$ cat src/hdl/spc_pkg.sv
// Constants, types and helpers of the sleep and PLL power control block
package spc_pkg;

  localparam int unsigned CLK_PERIOD_NS    = 25;

  localparam logic [7:0]  ADDR_PLL_CTRL    = 8'h49;
  localparam logic [7:0]  ADDR_PLL_FREQ    = 8'h52;
  localparam logic [7:0]  ADDR_SLEEP_CTRL  = 8'h53;
  localparam logic [7:0]  ADDR_PWR_RED0    = 8'h64;
  localparam logic [7:0]  ADDR_PWR_RED1    = 8'h65;

  localparam int unsigned PLL_LOCKED_BIT   = 0;
  localparam int unsigned PLL_ENABLE_BIT   = 1;
  localparam int unsigned PLL_HALVER_BIT   = 2;
  localparam int unsigned PLL_MUX_BIT      = 7;
  localparam int unsigned SLEEP_ARM_BIT    = 0;
  localparam int unsigned SLEEP_SEL_LSB    = 1;

  localparam int unsigned PR0_TIM0_BIT     = 5;
  localparam int unsigned PR0_TIM1_BIT     = 3;
  localparam int unsigned PR0_SPI_BIT      = 2;
  localparam int unsigned PR1_USB_BIT      = 7;
  localparam int unsigned PR1_USART_BIT    = 0;

  localparam logic [7:0]  PLL_CTRL_WMASK   = 8'h06;
  localparam logic [7:0]  PLL_FREQ_WMASK   = 8'h80;
  localparam logic [7:0]  SLEEP_CTRL_WMASK = 8'h0f;
  localparam logic [7:0]  PWR_RED0_WMASK   = 8'h2c;
  localparam logic [7:0]  PWR_RED1_WMASK   = 8'h81;
  localparam logic [7:0]  REG_RESET_VAL    = 8'h00;

  localparam logic [2:0]  SEL_IDLE         = 3'h0;
  localparam logic [2:0]  SEL_PDOWN        = 3'h2;
  localparam logic [2:0]  SEL_PSAVE        = 3'h3;
  localparam logic [2:0]  SEL_STBY         = 3'h6;
  localparam logic [2:0]  SEL_XSTBY        = 3'h7;

  localparam int unsigned PER_TIM0         = 0;
  localparam int unsigned PER_TIM1         = 1;
  localparam int unsigned PER_SPI          = 2;
  localparam int unsigned PER_USART        = 3;
  localparam int unsigned PER_USB          = 4;
  localparam int unsigned PER_N            = 5;

  localparam int unsigned PLL_LOCK_TIME_US = 2000;
  localparam int unsigned PLL_LOCK_CYC     =
    (PLL_LOCK_TIME_US * 1000 + CLK_PERIOD_NS - 1) / CLK_PERIOD_NS;
  localparam int unsigned LOCK_W           = 17;

  localparam int unsigned TMR_W            = 13;
  localparam logic [12:0] HALT_CYC         = 13'h0004;
  localparam logic [12:0] STBY_WAKE_CYC    = 13'h0006;
  localparam logic [12:0] TOUT_CYC_0       = 13'h0006;
  localparam logic [12:0] TOUT_CYC_1       = 13'h0102;
  localparam logic [12:0] TOUT_CYC_2       = 13'h0400;
  localparam logic [12:0] TOUT_CYC_3       = 13'h1000;

  typedef enum logic [1:0] {MODE_NONE, MODE_IDLE, MODE_DEEP, MODE_STBY} spc_mode_t;
  typedef enum {ST_RUN, ST_SLEEP, ST_START, ST_HALT} spc_state_t;

  function automatic spc_mode_t spc_decode_mode(input logic [2:0] sel,
                                                input logic       crystal);
    spc_mode_t m;
    m = MODE_NONE;
    if (sel == SEL_IDLE) begin
      m = MODE_IDLE;
    end else if (sel == SEL_PDOWN || sel == SEL_PSAVE) begin
      m = MODE_DEEP;
    end else if (sel == SEL_STBY || sel == SEL_XSTBY) begin
      m = crystal ? MODE_STBY : MODE_DEEP;
    end
    return m;
  endfunction : spc_decode_mode

  function automatic logic [12:0] spc_timeout(input logic [3:0] fuses);
    logic [12:0] t;
    t = TOUT_CYC_0;
    unique case (fuses[1:0])
      2'h0: t = TOUT_CYC_0;
      2'h1: t = TOUT_CYC_1;
      2'h2: t = TOUT_CYC_2;
      2'h3: t = TOUT_CYC_3;
    endcase
    return t;
  endfunction : spc_timeout

endpackage : spc_pkg

$ cat src/hdl/spc_top.sv
// Sleep mode controller, PLL control and peripheral clock gating
`timescale 1ns/10ps
// How it works
// - halver bit selects PLL input divide one/two
// - PLL enable starts PLL, forces RC oscillator only with source mux bit set
// - lock flag after lock time, cleared by disable
// - sleep only when armed at sleep instruction
// - 000 idle, 010 and 011 power-down
// - 110 standby with crystal, six-cycle wake
// - 111 extended standby equals standby
// - wake, halt four cycles, then take interrupt
// - state kept; reset wakes to reset vector
// - idle stops CPU and flash clocks only
// - idle wakes on every interrupt source
// - deep sleep stops clocks, few wake sources
// - of USB sources only async wake leaves deep sleep
// - power-down wake waits fuse-selected time-out
// - reduction bit stops clock, blocks register access
// - clearing reduction bit resumes frozen state
// - clock gating works in active and idle
// - reserved encodings; control resets zero, upper zero
module spc_top
  import spc_pkg::*;
#(
  parameter int unsigned LOCK_CYCLES = spc_pkg::PLL_LOCK_CYC
) (
  input  wire logic                        mclk,
  input  wire logic                        resetn,
  input  wire logic [7:0]                  reg_addr,
  input  wire logic [7:0]                  reg_wdata,
  input  wire logic                        reg_wr,
  input  wire logic                        reg_rd,
  output logic      [7:0]                  reg_rdata,
  input  wire logic                        sleep_instr,
  input  wire logic                        crystal_clock_sel,
  input  wire logic [3:0]                  clock_source_fuses,
  input  wire logic [3:0]                  ext_irq_low,
  input  wire logic [3:0]                  ext_irq_high_level,
  input  wire logic [3:0]                  ext_irq_high_edge,
  input  wire logic [12:0]                 pin_change_irqs,
  input  wire logic                        mem_ready_irq,
  input  wire logic                        wdt_irq,
  input  wire logic                        other_io_irq,
  input  wire logic                        usb_sync_irq,
  input  wire logic                        usb_frame_start_irq,
  input  wire logic                        usb_wakeup_irq,
  input  wire logic                        wake_reset_req,
  output logic                             cpu_clk_en,
  output logic                             flash_clk_en,
  output logic                             io_clk_en,
  output logic                             main_osc_en,
  output logic                             sleeping,
  output logic                             cpu_irq_go,
  output logic                             cpu_reset_vec,
  output logic                             pll_run,
  output logic                             pll_ref_div2,
  output logic                             rc_osc_req,
  output logic                             pll_locked,
  output logic      [spc_pkg::PER_N-1:0]   periph_clk_en,
  output logic      [spc_pkg::PER_N-1:0]   periph_io_en
);

  // Register file
  logic [7:0]        pll_ctrl_r;
  logic [7:0]        pll_frequency_reg_r;
  logic [7:0]        sleep_control_reg_r;
  logic [7:0]        power_reduction_reg0_r;
  logic [7:0]        power_reduction_reg1_r;
  logic [7:0]        reg_rdata_r;
  logic              pll_locked_flag_r;
  logic [LOCK_W-1:0] lock_cnt_r;

  // Sleep controller state
  spc_state_t        state_r;
  spc_state_t        state_nxt;
  spc_mode_t         mode_r;
  spc_mode_t         mode_nxt;

  // Output flops
  logic              cpu_clk_en_r;
  logic              flash_clk_en_r;
  logic              io_clk_en_r;
  logic              main_osc_en_r;
  logic              sleeping_r;
  logic              cpu_irq_go_r;
  logic              cpu_reset_vec_r;
  logic              pll_run_r;
  logic              pll_ref_div2_r;
  logic              rc_osc_req_r;
  logic [PER_N-1:0]  periph_clk_en_r;
  logic [PER_N-1:0]  periph_io_en_r;

  // Wake timer hookup
  logic              tmr_load;
  logic [TMR_W-1:0]  tmr_count;
  logic              tmr_done;

  // Address decode
  wire logic wr_pll_ctrl  = reg_wr && (reg_addr == ADDR_PLL_CTRL);
  wire logic wr_pll_freq  = reg_wr && (reg_addr == ADDR_PLL_FREQ);
  wire logic wr_sleep     = reg_wr && (reg_addr == ADDR_SLEEP_CTRL);
  wire logic wr_pwr_red0  = reg_wr && (reg_addr == ADDR_PWR_RED0);
  wire logic wr_pwr_red1  = reg_wr && (reg_addr == ADDR_PWR_RED1);

  // Control fields
  wire logic       pll_enable_bit    = pll_ctrl_r[PLL_ENABLE_BIT];
  wire logic       pll_input_halver  = pll_ctrl_r[PLL_HALVER_BIT];
  wire logic       pll_source_mux    = pll_frequency_reg_r[PLL_MUX_BIT];
  wire logic       sleep_arm_bit     = sleep_control_reg_r[SLEEP_ARM_BIT];
  wire logic [2:0] sleep_select_field = sleep_control_reg_r[SLEEP_SEL_LSB +: 3];
  wire spc_mode_t  sel_mode          = spc_decode_mode(sleep_select_field,
                                                       crystal_clock_sel);
  wire logic [LOCK_W-1:0] lock_last  = LOCK_W'(LOCK_CYCLES - 1);

  // Read data
  wire logic [7:0] pll_ctrl_rd = {pll_ctrl_r[7:1], pll_locked_flag_r};
  wire logic [7:0] rd_mux =
    (reg_addr == ADDR_PLL_CTRL)   ? pll_ctrl_rd :
    (reg_addr == ADDR_PLL_FREQ)   ? pll_frequency_reg_r :
    (reg_addr == ADDR_SLEEP_CTRL) ? sleep_control_reg_r :
    (reg_addr == ADDR_PWR_RED0)   ? power_reduction_reg0_r :
    (reg_addr == ADDR_PWR_RED1)   ? power_reduction_reg1_r : 8'h00;

  // Wake qualification
  wire logic deep_wake = (|ext_irq_low) || (|ext_irq_high_level) ||
                         (|pin_change_irqs) || wdt_irq ||
                         usb_wakeup_irq;
  wire logic idle_wake = deep_wake || (|ext_irq_high_edge) ||
                         mem_ready_irq || other_io_irq ||
                         usb_sync_irq || usb_frame_start_irq;

  // Deep modes hear only async sources
  wire logic wake_now  = (mode_r == MODE_IDLE) ? idle_wake : deep_wake;
  wire logic sleep_go  = sleep_instr && sleep_arm_bit &&
                         (sel_mode != MODE_NONE);

  // Peripheral gate vector
  wire logic [PER_N-1:0] per_reduce = {power_reduction_reg1_r[PR1_USB_BIT],
                                       power_reduction_reg1_r[PR1_USART_BIT],
                                       power_reduction_reg0_r[PR0_SPI_BIT],
                                       power_reduction_reg0_r[PR0_TIM1_BIT],
                                       power_reduction_reg0_r[PR0_TIM0_BIT]};

  always_ff @(posedge mclk or negedge resetn) begin
    if (!resetn) begin
      pll_ctrl_r             <= REG_RESET_VAL;
      pll_frequency_reg_r    <= REG_RESET_VAL;
    end else begin
      if (wr_pll_ctrl) begin
        pll_ctrl_r <= reg_wdata & PLL_CTRL_WMASK;
      end
      if (wr_pll_freq) begin
        pll_frequency_reg_r <= reg_wdata & PLL_FREQ_WMASK;
      end
    end
  end

  always_ff @(posedge mclk or negedge resetn) begin
    if (!resetn) begin
      sleep_control_reg_r    <= REG_RESET_VAL;
      power_reduction_reg0_r <= REG_RESET_VAL;
      power_reduction_reg1_r <= REG_RESET_VAL;
    end else begin
      if (wr_sleep) begin
        sleep_control_reg_r <= reg_wdata & SLEEP_CTRL_WMASK;
      end
      if (wr_pwr_red0) begin
        power_reduction_reg0_r <= reg_wdata & PWR_RED0_WMASK;
      end
      if (wr_pwr_red1) begin
        power_reduction_reg1_r <= reg_wdata & PWR_RED1_WMASK;
      end
    end
  end

  always_ff @(posedge mclk or negedge resetn) begin
    if (!resetn) begin
      reg_rdata_r <= 8'h00;
    end else begin
      reg_rdata_r <= reg_rd ? rd_mux : 8'h00;
    end
  end

  // Lock detector
  // Flag held until enable clears
  always_ff @(posedge mclk or negedge resetn) begin
    if (!resetn) begin
      lock_cnt_r        <= '0;
      pll_locked_flag_r <= 1'b0;
    end else if (!pll_enable_bit) begin
      lock_cnt_r        <= '0;
      pll_locked_flag_r <= 1'b0;
    end else if (!pll_locked_flag_r) begin
      lock_cnt_r        <= lock_cnt_r + LOCK_W'(1);
      pll_locked_flag_r <= (lock_cnt_r >= lock_last);
    end
  end

  // Sleep sequencing
  always_comb begin
    state_nxt       = state_r;
    mode_nxt        = mode_r;
    tmr_load        = 1'b0;
    tmr_count       = HALT_CYC;
    unique case (state_r)
      ST_RUN: begin
        if (sleep_go) begin
          state_nxt = ST_SLEEP;
          mode_nxt  = sel_mode;
        end
      end
      ST_SLEEP: begin
        if (wake_now) begin
          tmr_load = 1'b1;
          if (mode_r == MODE_IDLE) begin
            state_nxt = ST_HALT;
            tmr_count = HALT_CYC;
          end else begin
            state_nxt = ST_START;
            tmr_count = (mode_r == MODE_STBY) ? STBY_WAKE_CYC :
                        spc_timeout(clock_source_fuses);
          end
        end
      end
      ST_START: begin
        if (tmr_done) begin
          state_nxt = ST_HALT;
          tmr_load  = 1'b1;
          tmr_count = HALT_CYC;
        end
      end
      ST_HALT: begin
        if (tmr_done) begin
          state_nxt = ST_RUN;
          mode_nxt  = MODE_NONE;
        end
      end
    endcase
    // Reset wake beats any sequence
    if (wake_reset_req && state_r != ST_RUN) begin
      state_nxt = ST_RUN;
      mode_nxt  = MODE_NONE;
      tmr_load  = 1'b0;
    end
  end

  // Clock domain enables for the next state
  wire logic run_nxt   = (state_nxt == ST_RUN);
  wire logic idle_nxt  = (mode_nxt == MODE_IDLE);
  wire logic io_nxt    = run_nxt || (state_nxt == ST_HALT) || idle_nxt;
  wire logic osc_nxt   = run_nxt || (state_nxt == ST_HALT) || idle_nxt ||
                         (mode_nxt == MODE_STBY) ||
                         (state_nxt == ST_START);

  // CPU pulses
  wire logic go_nxt    = (state_r == ST_HALT) && tmr_done && !wake_reset_req;
  wire logic rst_nxt   = wake_reset_req && (state_r != ST_RUN);

  always_ff @(posedge mclk or negedge resetn) begin
    if (!resetn) begin
      state_r         <= ST_RUN;
      mode_r          <= MODE_NONE;
    end else begin
      state_r         <= state_nxt;
      mode_r          <= mode_nxt;
    end
  end

  always_ff @(posedge mclk or negedge resetn) begin
    if (!resetn) begin
      cpu_clk_en_r    <= 1'b1;
      flash_clk_en_r  <= 1'b1;
      io_clk_en_r     <= 1'b1;
      main_osc_en_r   <= 1'b1;
      sleeping_r      <= 1'b0;
    end else begin
      cpu_clk_en_r    <= run_nxt;
      flash_clk_en_r  <= run_nxt;
      io_clk_en_r     <= io_nxt;
      main_osc_en_r   <= osc_nxt;
      sleeping_r      <= !run_nxt;
    end
  end

  always_ff @(posedge mclk or negedge resetn) begin
    if (!resetn) begin
      cpu_irq_go_r    <= 1'b0;
      cpu_reset_vec_r <= 1'b0;
    end else begin
      cpu_irq_go_r    <= go_nxt;
      cpu_reset_vec_r <= rst_nxt;
    end
  end

  // PLL control outputs
  always_ff @(posedge mclk or negedge resetn) begin
    if (!resetn) begin
      pll_run_r       <= 1'b0;
      pll_ref_div2_r  <= 1'b0;
      rc_osc_req_r    <= 1'b0;
    end else begin
      pll_run_r       <= pll_enable_bit;
      pll_ref_div2_r  <= pll_input_halver;
      // Stays on in sleep while enabled, hence the disable before power-down
      rc_osc_req_r    <= pll_enable_bit && pll_source_mux;
    end
  end

  // Peripheral gates
  always_ff @(posedge mclk or negedge resetn) begin
    if (!resetn) begin
      periph_clk_en_r <= '0;
      periph_io_en_r  <= '0;
    end else begin
      periph_clk_en_r <= ~per_reduce & {PER_N{io_nxt}};
      periph_io_en_r  <= ~per_reduce;
    end
  end

  spc_wake_timer u_wake_timer (
    .mclk   (mclk),
    .resetn (resetn),
    .load   (tmr_load),
    .count  (tmr_count),
    .done   (tmr_done),
    .busy   ()
  );

  assign reg_rdata     = reg_rdata_r;
  assign cpu_clk_en    = cpu_clk_en_r;
  assign flash_clk_en  = flash_clk_en_r;
  assign io_clk_en     = io_clk_en_r;
  assign main_osc_en   = main_osc_en_r;
  assign sleeping      = sleeping_r;
  assign cpu_irq_go    = cpu_irq_go_r;
  assign cpu_reset_vec = cpu_reset_vec_r;
  assign pll_run       = pll_run_r;
  assign pll_ref_div2  = pll_ref_div2_r;
  assign rc_osc_req    = rc_osc_req_r;
  assign pll_locked    = pll_locked_flag_r;
  assign periph_clk_en = periph_clk_en_r;
  assign periph_io_en  = periph_io_en_r;

endmodule : spc_top

$ cat src/hdl/spc_wake_timer.sv
// Down counter that times start-up and halt delays
`timescale 1ns/10ps
module spc_wake_timer
  import spc_pkg::*;
(
  input  wire logic                   mclk,
  input  wire logic                   resetn,
  input  wire logic                   load,
  input  wire logic [spc_pkg::TMR_W-1:0] count,
  output logic                        done,
  output logic                        busy
);

  logic [TMR_W-1:0] cnt_r;
  logic             busy_r;
  wire  logic       last_tick = busy_r && (cnt_r <= {{(TMR_W-1){1'b0}}, 1'b1});

  always_ff @(posedge mclk or negedge resetn) begin
    if (!resetn) begin
      cnt_r  <= '0;
      busy_r <= 1'b0;
    end else if (load) begin
      cnt_r  <= count;
      busy_r <= 1'b1;
    end else begin
      cnt_r  <= busy_r ? cnt_r - {{(TMR_W-1){1'b0}}, 1'b1} : cnt_r;
      busy_r <= busy_r && !last_tick;
    end
  end

  // Comb done: a load of N spans N cycles
  assign done = last_tick;
  assign busy = busy_r;

endmodule : spc_wake_timer

$ cat config.mk
export PLATFORM = sky130hd
export DESIGN_NAME = spc_top
export DESIGN_NICKNAME = d
export VERILOG_FILES = /design/src/hdl/spc_pkg.sv /design/src/hdl/spc_top.sv /design/src/hdl/spc_wake_timer.sv
export SDC_FILE = /design/constraint.sdc
export NUM_CORES = 1
export LEC_CHECK = 0
export ABC_AREA = 1
export BUFFER_PORTS_ARGS = -buffer_cell sky130_fd_sc_hd__buf_4
export CORE_ASPECT_RATIO = 0.8
export CORE_MARGIN = 2
export CORE_UTILIZATION = 57
export CTS_CLUSTER_SIZE = 30
export DETAILED_ROUTE_END_ITERATION = 10
export GPL_TIMING_DRIVEN = 0
export PLACE_DENSITY_LB_ADDON = 0.08
export SLEW_MARGIN = 20
export SYNTH_ARGS = -nofsm -noshare
export SYNTH_HDL_FRONTEND = slang
export SYNTH_SLANG_ARGS = --single-unit
$ cat constraint.sdc
create_clock -name mclk -period 2.4 [get_ports mclk]
set_clock_uncertainty 0.15 [all_clocks]
set_input_delay 0.24 -clock mclk [delete_from_list [all_inputs] [get_ports mclk]]
set_output_delay 0.24 -clock mclk [all_outputs]
set_load 0.02 [all_outputs]
---- After elaboration in Yosys (flattened, before gate mapping) ----
Cells that the tools add are included.
storage, ports and cells
  flip-flop bits (word level) ............. 105
  word-level logic and storage cells ...... 132
operators by class
  mux-type cells .......................... 38
  $lt $le $gt $ge ......................... 2
  bitwise operators ....................... 2
  add/subtract/negate cells ............... 2
  reductions and logical operators ........ 42
  equality and inequality tests ........... 23
operator list
  cell                                                                                number
  32-bit two-way mux                                                                  5
  32-bit case mux with 4 select lines                                                 1
  32-bit by 3-bit equality test with 1-bit output (second input constant)             3
  13-bit two-way mux                                                                  6
  32-bit by 2-bit equality test with 1-bit output (second input constant)             2
  32-bit zero test                                                                    2
  13-bit case mux with 4 select lines                                                 1
  8-bit two-way mux                                                                   6
  8-bit by 7-bit equality test with 1-bit output (second input constant)              5
  17-bit two-way mux                                                                  2
  32-bit by 1-bit equality test with 1-bit output (second input constant)             1
  32-bit nonzero test                                                                 1
  17-bit by 1-bit adder with 17-bit output (second input constant)                    1
  17-bit greater-or-equal comparator (second input constant)                          1
  1-bit logical OR                                                                    15
  13-bit by 1-bit less-or-equal comparator with 1-bit output (second input constant)  1
  1-bit logical AND                                                                   13
  13-bit OR reduction                                                                 1
  13-bit by 1-bit subtractor with 13-bit output (second input constant)               1
  2-bit two-way mux                                                                   6
  4-bit OR reduction                                                                  3
  1-bit two-way mux                                                                   9
  2-bit equality test (second input constant)                                         4
  2-bit by 1-bit equality test with 1-bit output (second input constant)              3
  other kinds (11)                                                                    16

---- Logic depth before layout (Yosys ltp) ----
Gate-level depths: netlist (run 1).
  depth in word-level cells ............... 19
  gate-level depth with buffers ........... 16
  mapped depth without buffers ............ 16

---- Modules after synthesis ----
Synthesis (run 1) repeated with hierarchy kept, for this count alone.
second synthesis, totals
  cell total of the unflattened synthesis .. 712
  area, all modules ....................... 5,385.2 um^2
modules (own cells, without submodules)
  module          seq. area each (um^2)  area an instance (um^2)  cells an instance  times used
  spc_top         2,230.9                4,445.5                  580                1
  spc_wake_timer  350.3                  939.7                    132                1

---- Least setup slack after synthesis (run 1) ----
Ideal clock, no wire load.
  path kind ............................... register to register
  from .................................... register pll_locked_flag_r (netlist: pll_locked)
  to ...................................... register lock_cnt_r[16]
  period minus slack after synthesis ...... 1,919 ps
  cell stages (with the launch flop) ...... 10
  data arrival time ....................... 1,650 ps
  setup time .............................. 119 ps
  path slack .............................. 481 ps
  data required time ...................... 2,131 ps
  cells stage by stage .................... dfrtp_1 > nand2_2 > inv_1 > nor3_2 > nand2_1 > nor3_2 > nand4_1 > nor4_2 > a21oi_1 > o21a_1
between the ends
  longest elaborated chain between the ends .. 1
ends and longest elaborated chain
  item                            line            text
  start, declared                 spc_top.sv:70   logic pll_locked_flag_r;
  start signal, assigned          spc_top.sv:195  pll_locked_flag_r <= (lock_cnt_r >= lock_last);
  2-bit != test (no source line)  -
  end signal, assigned            spc_top.sv:194  lock_cnt_r <= lock_cnt_r + LOCK_W'(1);
  end, declared                   spc_top.sv:71   logic [LOCK_W-1:0] lock_cnt_r;
No other way between the ends.
A chain may end at the register's enable or synchronous reset.

---- Worst setup path after layout (run 1) ----
  from .................................... register lock_cnt_r[0]
  to ...................................... register lock_cnt_r[16]
between the ends
  longest elaborated chain between the ends .. 3
ends and longest elaborated chain
  item                                      line            text
  17-bit by 1-bit adder with 17-bit output  spc_top.sv:194
  17-bit two-way mux                        spc_top.sv:193  end else if (!pll_locked_flag_r) begin
  17-bit two-way mux                        spc_top.sv:190  end else if (!pll_enable_bit) begin
No other way between the ends. The select of a mux whose other input is x is not followed.

==> summary.md, run 1 <==
| Metric | Value |
|---|---|
| Status | `finished, final reports clean` |
| Peak fanout along the critical path | `5` |
| Cell variety after synth | `47` |
| Pwr/cell area | `845 nW/um^2` |
| Startpoint class of the critical path | `register` |
| CTS Sinks | `~100` |
| DIE AREA | `between 10,000 and 15,000 sq um` |
| Max Slew Vio Count | `0` |
| HP Class | `input port to register` |
| Synth area leaders | `dfrtp_1, nand2_1, nor2_1, inv_1, nor2_4` |
| Peak per-stage delay on the critical path | `~400 ps` |
| Post-synthesis cell area | `5280 sq um` |
| CP arrival | `2270 ps` |
| Ant diodes | `0` |
| I/O pins | `87` |
| Peak Freq | `460 MHz` |
| GRT Total Usage | `23.7%` |
| Yosys top cell area share | `47.4%` |
| Worst skew pair latency | `350 ps` |
| Root buf cell | `clkbuf_16` |
| Fin nets | `800` |
| CTS buffer count | `9` |
| DR pass1 iterations | `4` |
| Seq pwr share | `39.1%` |
| Synth warn | `0` |
| Final period util | `about nine tenths` |
| Setup tns final | `0 ps` |
| Register area share after synthesis | `about half` |
| Comb power frac | `34.6%` |
| R2R setup slack | `220 ps` |
| Hold Fails Final Rpt | `0` |
| Least-Margin Pin Slew | `911 ps` |
| Mapped Cells | `637` |
| Met3 usage | `6.95%` |
| CP top delay family | `simple AND/OR/NAND/NOR gates` |
| Largest net degree at the start of global routing | `104` |
| Internal power | `3380 uW` |
| Final non-filler cell area | `6420 sq um` |
| DR vias | `roughly 4,400` |
| Worst R2R End | `lock_cnt_r[16]` |
| CP Data Required Time | `~2500 ps` |
| P_leak | `0.00325 uW` |
| CTS tree | `done` |
| Reg clk slew, reported paths | `70 ps` |
| Worst R2R Path Depth | `9` |
| Vert. Die Dim | `~90 microns` |
| CP Capture Type | `register` |
| Reg2reg start | `lock_cnt_r[0]` |
| Floorplan row count | `31` |
| Slew headroom | `39.3%` |
| Grt met1 use | `30.7%` |
| Slowest cell on the critical path | `dfrtp_1` |
| Cell breakdown of the critical path | `ha_1 > inv_1 > nor3_2 > nand2_1 > nor3_4 > nand4_1 > nor4_2 > a21oi_1 > o21a_1` |
| CP Class | `register to register` |
| DRC | `0` |
| Initial antenna violation count | `0` |
| Routed Antenna Nets | `0` |
| Tmin final | `2180 ps` |
| Vias in the first global route | `4,259` |
| Drt wl/cell | `12.9 microns` |
| Initial Util | `approximately three fifths` |
| 1st-iter DRT viols | `196` |
| Dpl hpwl | `about 8.1 mm` |
| Min-delay src | `clock_source_fuses[1]` |
| Max Root-Sink Buffers | `2` |
| Routed WL | `approximately 11 mm` |
| Die width | `about 110 microns` |
| Drt via density | `~5.1` |
| Dpl cell area | `~6000 sq um` |
| Min Hold Slack | `60.7 ps` |
| Share of layout cells above drive strength 1 | `a little under a quarter` |
| RSZ-0062 raised after global routing | `false` |
| Top Usage Layer GRT | `met2` |
| Hold path cells | `4` |
| CP Buf/Inv Count | `1` |
| Grt ovf | `0` |
| Dominant cell type by area after synthesis | `dfrtp_1` |
| Area Growth Syn to Fin | `21.8%` |
| Buffers on Ports | `80` |
| Core region area | `roughly 9000 sq um` |
| First-pass GRT wire length | `between 15 and 20 mm` |
| Met2 Use GR | `39.8%` |
| Switch share | `37.7%` |
| Avg Inst Size Synth | `8.28 sq um` |
| Hold endpoint | `u_wake_timer.cnt_r[8]` |
| Final setup vio count | `0` |
| Max-Cap Viols | `0` |
| H-tree depth | `3` |
| Clock network power share | `approximately a quarter` |
| Peak VDD IR | `572 uV` |
| Yosys reg bits | `103` |
| RePlAce Congestion | `0.857` |
| Psw | `between 2000 and 2500 uW` |
-- logic make-up after synthesis --
kind of cell | after synthesis | share of synthesized area (%)
adder cells (fa/ha/maj) | 3 | 0.712
flip-flops | 103 | 48.9
buffers and inverters | 91 | 7.26
AO/OA/AOI/OAI | 85 | 9.49
XOR/XNOR | 8 | 1.33
AND/OR/NAND/NOR | 341 | 31.1
other | 1 | 0.0711
multiplexers | 5 | 1.07
-- worst max path at each step --
stage / startpoint / endpoint / slack [ps] / cells past startpoint
after floorplan: pll_locked / lock_cnt_r[16] / 480 / 9
after global placement: pll_ctrl_r[1] / lock_cnt_r[16] / 250 / 9
after detailed placement: pll_ctrl_r[1] / lock_cnt_r[16] / 170 / 9
after CTS: pll_ctrl_r[1] / lock_cnt_r[16] / 150 / 9
after global routing: lock_cnt_r[0] / lock_cnt_r[12] / 30 / 10
final: lock_cnt_r[0] / lock_cnt_r[16] / 220 / 9
-- synthesized netlist by cell type (all sizes together) --
| cell type | number |
|---|---|
| nor2 | 147 |
| nand2 | 134 |
| dfrtp | 100 |
| xnor2 | 1 |
| clkinv | 2 |
| a21o | 1 |
| a211oi | 2 |
| nand4 | 7 |
| and2 | 1 |
| o21a | 1 |
| o21ai | 42 |
| conb | 1 |
| ha | 3 |
| nor4 | 5 |
| inv | 78 |
| o211ai | 6 |
| mux2 | 5 |
| nand3 | 26 |
| a31oi | 1 |
| a21oi | 26 |
| clkbuf | 4 |
| xor2 | 7 |
| dfstp | 3 |
| o221ai | 2 |
| o31ai | 2 |
| nor3 | 21 |
| buf | 7 |
| a41oi | 1 |
| o22ai | 1 |
-- placed cells by master, fill, tap and decap left out, types with 5 or more instances in the layout --
master         count
inv_1             74
a21oi_1           25
nand2_1          121
buf_4             83
nand4_1            7
nor2_2            12
mux2_2             5
o21ai_1           12
clkbuf_16          9
nor2_4            12
nand2_2           12
o211ai_1           6
nand3_1           21
o21ai_0           26
nor2_1           121
dfrtp_1           99
dlygate4sd3_1      9
clkbuf_1           5
nor3_1            17
xor2_1             7
-- state kept, by name (all words and copies together) (netlist names), 2 cells and up --
signal                  count
state_r                    32
periph_clk_en               5
power_reduction_reg1_r      2
power_reduction_reg0_r      3
periph_io_en                5
u_wake_timer.cnt_r         13
sleep_control_reg_r         4
reg_rdata                   6
mode_r                      2
pll_ctrl_r                  2
lock_cnt_r                 17
-- per-stage QoR --
step	cells	worst slack, ps	power, uW	util [%]
2_1_floorplan	638	481	3480	-
3_3_place_gp	833	249	3970	66.6
3_5_place_dp	833	173	4020	66.7
4_1_cts	858	145	5470	70.9
5_1_grt	859	28.0	5810	71.1
6_report	859	225	5430	71.1
-- worst min-delay path, stage by stage --
cell	delay, ps
buf_4	100
nor3_1	50
nand3_1	70
a21oi_1	60
-- layout make-up --
cell class | instances | area (sq um)
Fill cell | 731 | 2610
Sequential cell | 103 | 2580
Multi-Input combinational cell | 444 | 2320
Timing Repair Buffer | 90 | 702
Inverter | 80 | 303
Clock buffer | 10 | 229
Tap cell | 115 | 144
Buffer | 11 | 80.1
Clock inverter | 6 | 63.8
-- layer usage --
metal  vias to the layer above  wire, microns
li1                       2231              -
met1                      2020           5030
met2                       106           5360
met3                        11            626
met4                         0            102
met5                         -              0
-- power by group through the flow --
stage | registers, uW | clock network [uW] | logic [uW]
floorplan | 2200 | 0 | 1290
global placement | 2150 | 0 | 1830
detailed placement | 2150 | 0 | 1860
CTS | 2120 | 1450 | 1890
global route | 2150 | 1530 | 2130
finish | 2120 | 1420 | 1880
-- timing repair --
item,4_1_cts,5_1_grt
resized for setup,0,2
hold buffers,9,0
endpoints found under the setup margin,0,2
endpoints found under the hold margin,114,0
setup buffers,0,1
Power figures use the tool's default switching activity.
==> inputs of run 2 (changes only) <==
--- a/config.mk
+++ b/config.mk
@@ -5,14 +5,14 @@
 export SDC_FILE = /design/constraint.sdc
 export NUM_CORES = 1
 export LEC_CHECK = 0
-export ABC_AREA = 1
 export BUFFER_PORTS_ARGS = -buffer_cell sky130_fd_sc_hd__buf_4
 export CORE_ASPECT_RATIO = 0.8
 export CORE_MARGIN = 2
-export CORE_UTILIZATION = 57
+export CORE_UTILIZATION = 55
 export CTS_CLUSTER_SIZE = 30
 export DETAILED_ROUTE_END_ITERATION = 10
 export GPL_TIMING_DRIVEN = 0
+export MAX_ROUTING_LAYER = met4
 export PLACE_DENSITY_LB_ADDON = 0.08
 export SLEW_MARGIN = 20
 export SYNTH_ARGS = -nofsm -noshare
==> summary.md, run 2 <==
| Metric | Value |
|---|---|
| Status | `finished with violations` |
| Failing checks | `negative setup slack` |
| Pre-CTS WS | `-351 ps` |
| Worst setup margin | `-65.7 ps` |
| DRC | `0` |
| CP Data Required Time | `2510 ps` |
| Die width | `106 microns` |
| Vias in the first global route | `3,399` |
| Most common cell after layout, fill and taps aside | `dfrtp_1` |
| DP Cell Count | `600` |
| Post-synthesis mux area share | `3.41%` |
| Avg Inst Size Synth | `11.1 sq um` |
| Tmin final | `2470 ps` |
| H-tree depth | `3` |
| RePlAce Congestion | `about 0.80` |
| Largest regs | `state_r x32, lock_cnt_r x17, u_wake_timer.cnt_r x13` |
| Root buf cell | `clkbuf_8` |
| Most frequent cells in the layout | `dfrtp_1, buf_4, and2_1, nor2_1, nand2_1` |
| Fill cells | `611` |
| Synth area leaders | `dfrtp_1, and2_1, xnor2_1, mux2_2, nor4_1` |
| Max-Cap Viols | `0` |
| Commonest cells post-synth | `dfrtp_1, and2_1, nor2_1` |
| DR vias | `3,435` |
| Post-Synth Simple-Gate Area | `23.1%` |
| Hold path cells | `4` |
| Hold Fails Final Rpt | `0` |
| Largest register by flop count | `state_r` |
| RSZ-0062 raised after global routing | `true` |
| Max FFs per register | `32` |
| CP Capture Type | `register` |
| Comb power frac | `between 20% and 30%` |
| EDFF count, synth | `0` |
| Switch share | `33.5%` |
| Yosys reg bits | `103` |
| Area Growth Syn to Fin | `26.3%` |
| Least-Margin Pin Slew | `about 900 ps` |
| Seq pwr share | `50.1%` |
| P_leak | `between 0.002 and 0.003 uW` |
| Synth Flop Type | `dfrtp_1` |
| Min-delay src | `reg_addr[1]` |
| Register area share after synthesis | `56.3%` |
| I/O pins | `87` |
| Total power | `between 4000 and 5000 uW` |
| Compound-cell area share of the yosys netlist | `8.86%` |
| CTS buffer count | `9` |
| DR pass1 iterations | `4` |
| Fin nets | `579` |
| CTS tree | `done` |
| Peak Freq | `406 MHz` |
| Worst R2R End | `periph_clk_en[1]` |
| Worst skew pair latency | `380 ps` |
| Synth warn | `0` |
| Hold endpoint | `reg_rdata[5]` |
| Grt ovf | `0` |
| Startpoint class of the critical path | `register` |
| Initial Util | `57.2%` |
| Ant diodes | `0` |
| Final period util | `103%` |
| Fraction of registers with async set/reset | `100%` |
| Drt via density | `~5.4` |
| First-pass GRT wire length | `roughly 16 mm` |
| Floorplan row count | `29` |
| Dpl hpwl | `6.72 mm` |
| DIE AREA | `9090 sq um` |
| Fin cells | `631` |
| CTS Sinks | `103` |
| HP Class | `input port to register` |
| Worst R2R Path Depth | `8` |
| Buffers on Ports | `79` |
| Pwr/cell area | `747 nW/um^2` |
| R2R setup slack | `-70 ps` |
| CP Class | `register to register` |
| Vert. Die Dim | `85.7 microns` |
| Clock network power share | `about a quarter` |
| Initial antenna violation count | `0` |
| CP startpoint | `state_r[13]` |
| Drt wl/cell | `15.4 microns` |
| CP arrival | `2580 ps` |
| Psw | `~1500 uW` |
| Reg clk slew, reported paths | `100 ps` |
| Reg2reg start | `state_r[13]` |
| Peak VDD IR | `~570 uV` |
| GRT Total Usage | `around a quarter` |
| Max Slew Vio Count | `0` |
| Internal power | `2880 uW` |
| Cell variety after synth | `59` |
| Dominant cell type by area after synthesis | `dfrtp_1` |
| Count leader, synth | `dfrtp_1` |
| Largest net degree at the start of global routing | `104` |
| Mapped Cells | `412` |
| Routed Antenna Nets | `0` |
| Adder-cell share of the synthesized area | `less than 1%` |
| Routed WL | `around 9.7 mm` |
| Post-synthesis cell area | `4590 sq um` |
| Max Root-Sink Buffers | `2` |
| Largest family of logic cells by synthesized area | `simple AND/OR/NAND/NOR gates` |
| Xor/xnor share of the synthesized area | `4.39%` |
| Peak fanout along the critical path | `9` |
| Share of layout cells above drive strength 1 | `28.5%` |
| Yosys top cell area share | `54.5%` |
| 1st-iter DRT viols | `approximately 230` |
| Core region area | `roughly 8000 sq um` |
| Slew headroom | `40.1%` |
| Final setup vio count | `16` |
==> run 2: cell types whose count changed in the layout (fill, tap and decap cells not counted), moves of 11 or more <==
cell	delta
nor2_4	-12
and2_1	+46
inv_1	-59
a21oi_1	-13
nor2_2	-11
o21ai_0	-20
nor2_1	-94
xnor2_1	+20
nand3_1	-16
nor4_1	+12
nand2_1	-97
nand2_2	-12
==> run 2: power groups by stage <==
| stage | Sequential (uW) | Combinational, uW | Clock, uW |
|---|---|---|---|
| floorplan | 2230 | 576 | 0 |
| global placement | 2180 | 975 | 0 |
| detailed placement | 2180 | 1010 | 0 |
| CTS | 2160 | 1100 | 1060 |
| global route | 2190 | 1250 | 1120 |
| finish | 2170 | 1140 | 1020 |
==> run 2: logic make-up after synthesis <==
kind of cell / count (synthesis)
buffers and inverters: 30
AND/OR/NAND/NOR: 182
multiplexers: 14
flip-flops: 103
adder cells (fa/ha/maj): 3
other: 1
XOR/XNOR: 23
AO/OA/AOI/OAI: 56
==> run 2: routing by layer <==
| layer | global-route usage [%] | vias to the layer above | share of wire, % |
|---|---|---|---|
| met5 | - | - | 0 |
| met4 | 6.34 | 0 | 1.1 |
| met3 | 5.93 | 9 | 3.9 |
| met2 | 36.1 | 67 | 50 |
| met1 | 32.7 | 1695 | 45 |
| li1 | - | 1664 | - |
==> run 2: how the worst max path moves through the flow <==
| stage | end | cells after the start | slack [ps] |
|---|---|---|---|
| 5_1_grt | periph_clk_en[1] | 8 | -250 |
| 3_5_place_dp | periph_clk_en[1] | 8 | -350 |
| 6_report | periph_clk_en[1] | 8 | -70 |
| 4_1_cts | u_wake_timer.cnt_r[10] | 9 | -50 |
| 3_3_place_gp | periph_clk_en[2] | 8 | -290 |
| 2_1_floorplan | periph_clk_en[0] | 8 | 170 |
==> run 2: repair_timing <==
action	4_1_cts	5_1_grt
setup buffers	7	0
hold endpoints to repair	115	0
setup endpoints to repair	51	53
pin swaps	5	7
gates resized for setup	11	20
hold buffers	8	0
==> run 2: metrics by stage <==
| stage | TNS (ps) | util (%) | hold slack [ps] | instance area (sq um) |
|---|---|---|---|---|
| 2_1_floorplan | 0 | - | -206 | 4590 |
| 3_3_place_gp | -3740 | 66.3 | 258 | 5320 |
| 3_5_place_dp | -5160 | 66.4 | 254 | 5320 |
| 4_1_cts | -327 | 71.3 | 12.4 | 5710 |
| 5_1_grt | -6420 | 72.3 | 25.5 | 5790 |
| 6_report | -475 | 72.3 | 30.5 | 5790 |
==> run 2: cell type report <==
type | count | area, sq um | area share, %
sequential | 103 | 2580 | 44.5
multi-input combinational | 280 | 2010 | 34.7
timing repair buffer | 94 | 729 | 12.6
tap | 108 | 135 | 2.33
clock buffer | 9 | 124 | 2.14
buffer | 15 | 93.8 | 1.62
clock inverter | 7 | 62.6 | 1.08
inverter | 15 | 56.3 | 0.972
==> run 2: worst max-delay path, cell delays in order (launching register included) <==
cell	delay, ps
dfrtp_1	430
nor4_4	290
nand4_1	230
or2_1	280
buf_6	150
o32ai_4	320
a211oi_4	120
o21bai_4	260
a21oi_1	110
==> inputs of run 3 (changes only) <==
--- a/config.mk
+++ b/config.mk
@@ -12,7 +12,6 @@
 export CTS_CLUSTER_SIZE = 30
 export DETAILED_ROUTE_END_ITERATION = 10
 export GPL_TIMING_DRIVEN = 0
-export MAX_ROUTING_LAYER = met4
 export PLACE_DENSITY_LB_ADDON = 0.08
 export SLEW_MARGIN = 20
 export SYNTH_ARGS = -nofsm -noshare
==> summary.md, run 3 (synthesized netlist as in run 2, its figures left out) <==
| Metric | Value |
|---|---|
| Switch share | `33.5%` |
| Worst setup margin | `-53.5 ps` |
| HP Class | `input port to register` |
| Dpl hpwl | `6.72 mm` |
| Dpl cell area | `5320 sq um` |
| Floorplan row count | `29` |
| Worst R2R Path Depth | `8` |
| Initial Util | `between 50% and 60%` |
| CTS tree | `done` |
| Grt ovf | `0` |
| Largest regs | `state_r x32, lock_cnt_r x17, u_wake_timer.cnt_r x13` |
| DRC | `0` |
| Comb power frac | `26.3%` |
| Failing checks | `negative setup slack` |
| Initial antenna violation count | `0` |
| P_leak | `0.00267 uW` |
| Setup tns final | `-362 ps` |
| Reg clk slew, reported paths | `100 ps` |
| Seq pwr share | `50.1%` |
| Slew headroom | `39.7%` |
| CP arrival | `roughly 2600 ps` |
| GRT Total Usage | `23.2%` |
| Routed WL | `9.77 mm` |
| CP Class | `register to register` |
| Drt via density | `5.44` |
| 1st-iter DRT viols | `between 200 and 300` |
| Buffers on Ports | `79` |
| Pwr/cell area | `747 nW/um^2` |
| Peak VDD IR | `576 uV` |
| H-tree depth | `3` |
| Vias in the first global route | `3,390` |
| Max Slew Vio Count | `0` |
| Most common cell after layout, fill and taps aside | `dfrtp_1` |
| I/O pins | `87` |
| Clock network power share | `between 20% and 30%` |
| Reg2reg start | `state_r[13]` |
| Least-Margin Pin Slew | `905 ps` |
| Peak fanout along the critical path | `9` |
| Final period util | `102%` |
| Max FFs per register | `32` |
| Hold path cells | `3` |
| Final setup vio count | `14` |
| CP Capture Type | `register` |
| DR pass1 iterations | `5` |
| Routed Antenna Nets | `0` |
| Psw | `1450 uW` |
| Min-delay src | `sleep_instr` |
| Final non-filler cell area | `5790 sq um` |
| Peak Freq | `408 MHz` |
| CTS Sinks | `103` |
| CTS buffer count | `9` |
| Fill cells | `611` |
| Most frequent cells in the layout | `dfrtp_1, buf_4, and2_1, nor2_1, nand2_1` |
| R2R setup slack | `-50 ps` |
| RePlAce Congestion | `0.789` |
| Worst skew pair latency | `370 ps` |
| Internal power | `around 2900 uW` |
| Largest net degree at the start of global routing | `104` |
| Die width | `106 microns` |
| Root buf cell | `clkbuf_8` |
| Fin nets | `~580` |
| CP Data Required Time | `roughly 2500 ps` |
| Max Root-Sink Buffers | `2` |
| Max-Cap Viols | `0` |
| Core region area | `approximately 8000 sq um` |
| Tmin final | `2450 ps` |
| DIE AREA | `between 9000 and 10,000 sq um` |
| Ant diodes | `0` |
| Largest register by flop count | `state_r` |
| Area Growth Syn to Fin | `26.3%` |
| Hold Fails Final Rpt | `0` |
| First-pass GRT wire length | `approximately 16 mm` |
| Share of layout cells above drive strength 1 | `28.5%` |
| RSZ-0062 raised after global routing | `true` |
| Vert. Die Dim | `85.7 microns` |
| Hold endpoint | `mode_r[1]` |
| Drt wl/cell | `15.5 microns` |
| Status | `finished with violations` |
| Worst R2R End | `periph_clk_en[1]` |
| DR vias | `3,430` |
| Startpoint class of the critical path | `register` |
## run 3: power by group through the flow
stage          clock (uW)  sequential [uW]  combinational, uW
2_1_floorplan           0             2230                576
3_3_place_gp            0             2180                975
3_5_place_dp            0             2180               1010
4_1_cts              1060             2160               1100
5_1_grt              1120             2190               1250
6_report             1020             2170               1140
## run 3: metal layers
metal | wire (microns) | part of all wire [%] | GRT usage (%) | up-vias
met5 | 0 | 0 | 0 | -
met4 | 119 | 1.2 | 6.58 | 0
met3 | 393 | 4.0 | 6.16 | 11
met2 | 4770 | 49 | 35.7 | 71
met1 | 4490 | 46 | 32.9 | 1687
li1 | - | - | - | 1661
## run 3: worst max path at each step
stage | start | endpoint | slack (ps) | cells past startpoint
after floorplan | u_wake_timer.cnt_r[0] | periph_clk_en[0] | 170 | 8
after global placement | state_r[22] | periph_clk_en[2] | -290 | 8
after detailed placement | state_r[29] | periph_clk_en[1] | -350 | 8
after CTS | state_r[22] | u_wake_timer.cnt_r[10] | -50 | 9
after global routing | state_r[13] | periph_clk_en[1] | -250 | 8
final | state_r[13] | periph_clk_en[1] | -50 | 8
## run 3: per-stage QoR
stage / hold WS, ps / std cells / total power [uW] / utilization (%) / worst slack [ps]
after floorplan: -206 / 413 / 2800 / - / 172
after global placement: 258 / 600 / 3160 / 66.3 / -286
after detailed placement: 254 / 600 / 3190 / 66.4 / -351
after CTS: 12.4 / 631 / 4320 / 71.3 / -47.8
after global routing: 25.5 / 631 / 4570 / 72.3 / -254
final: 37.3 / 631 / 4330 / 72.3 / -53.5
## run 3: area by class of cell
cell class                      instances  area (sq um)  area share [%]
Sequential cell                       103          2580            44.5
Multi-Input combinational cell        280          2010            34.7
Timing Repair Buffer                   94           729            12.6
Tap cell                              108           135            2.33
Clock buffer                            9           124            2.14
Buffer                                 15          93.8            1.62
Clock inverter                          7          62.6            1.08
Inverter                               15          56.3           0.972
## run 3: repair_timing
action	4_1_cts	5_1_grt
setup endpoints to repair	51	53
buffers inserted	7	0
hold buffers	8	0
endpoints found under the hold margin	115	0
pin swaps	5	7
gates cloned	0	0
gates resized for setup	11	20
## run 3: worst max-delay path, stage by stage (launching register included)
cell and delay, ps:
dfrtp_1 430, nor4_4 280, nand4_1 230, or2_1 280, buf_6 150, o32ai_4 320
a211oi_4 120, o21bai_4 260, a21oi_1 110
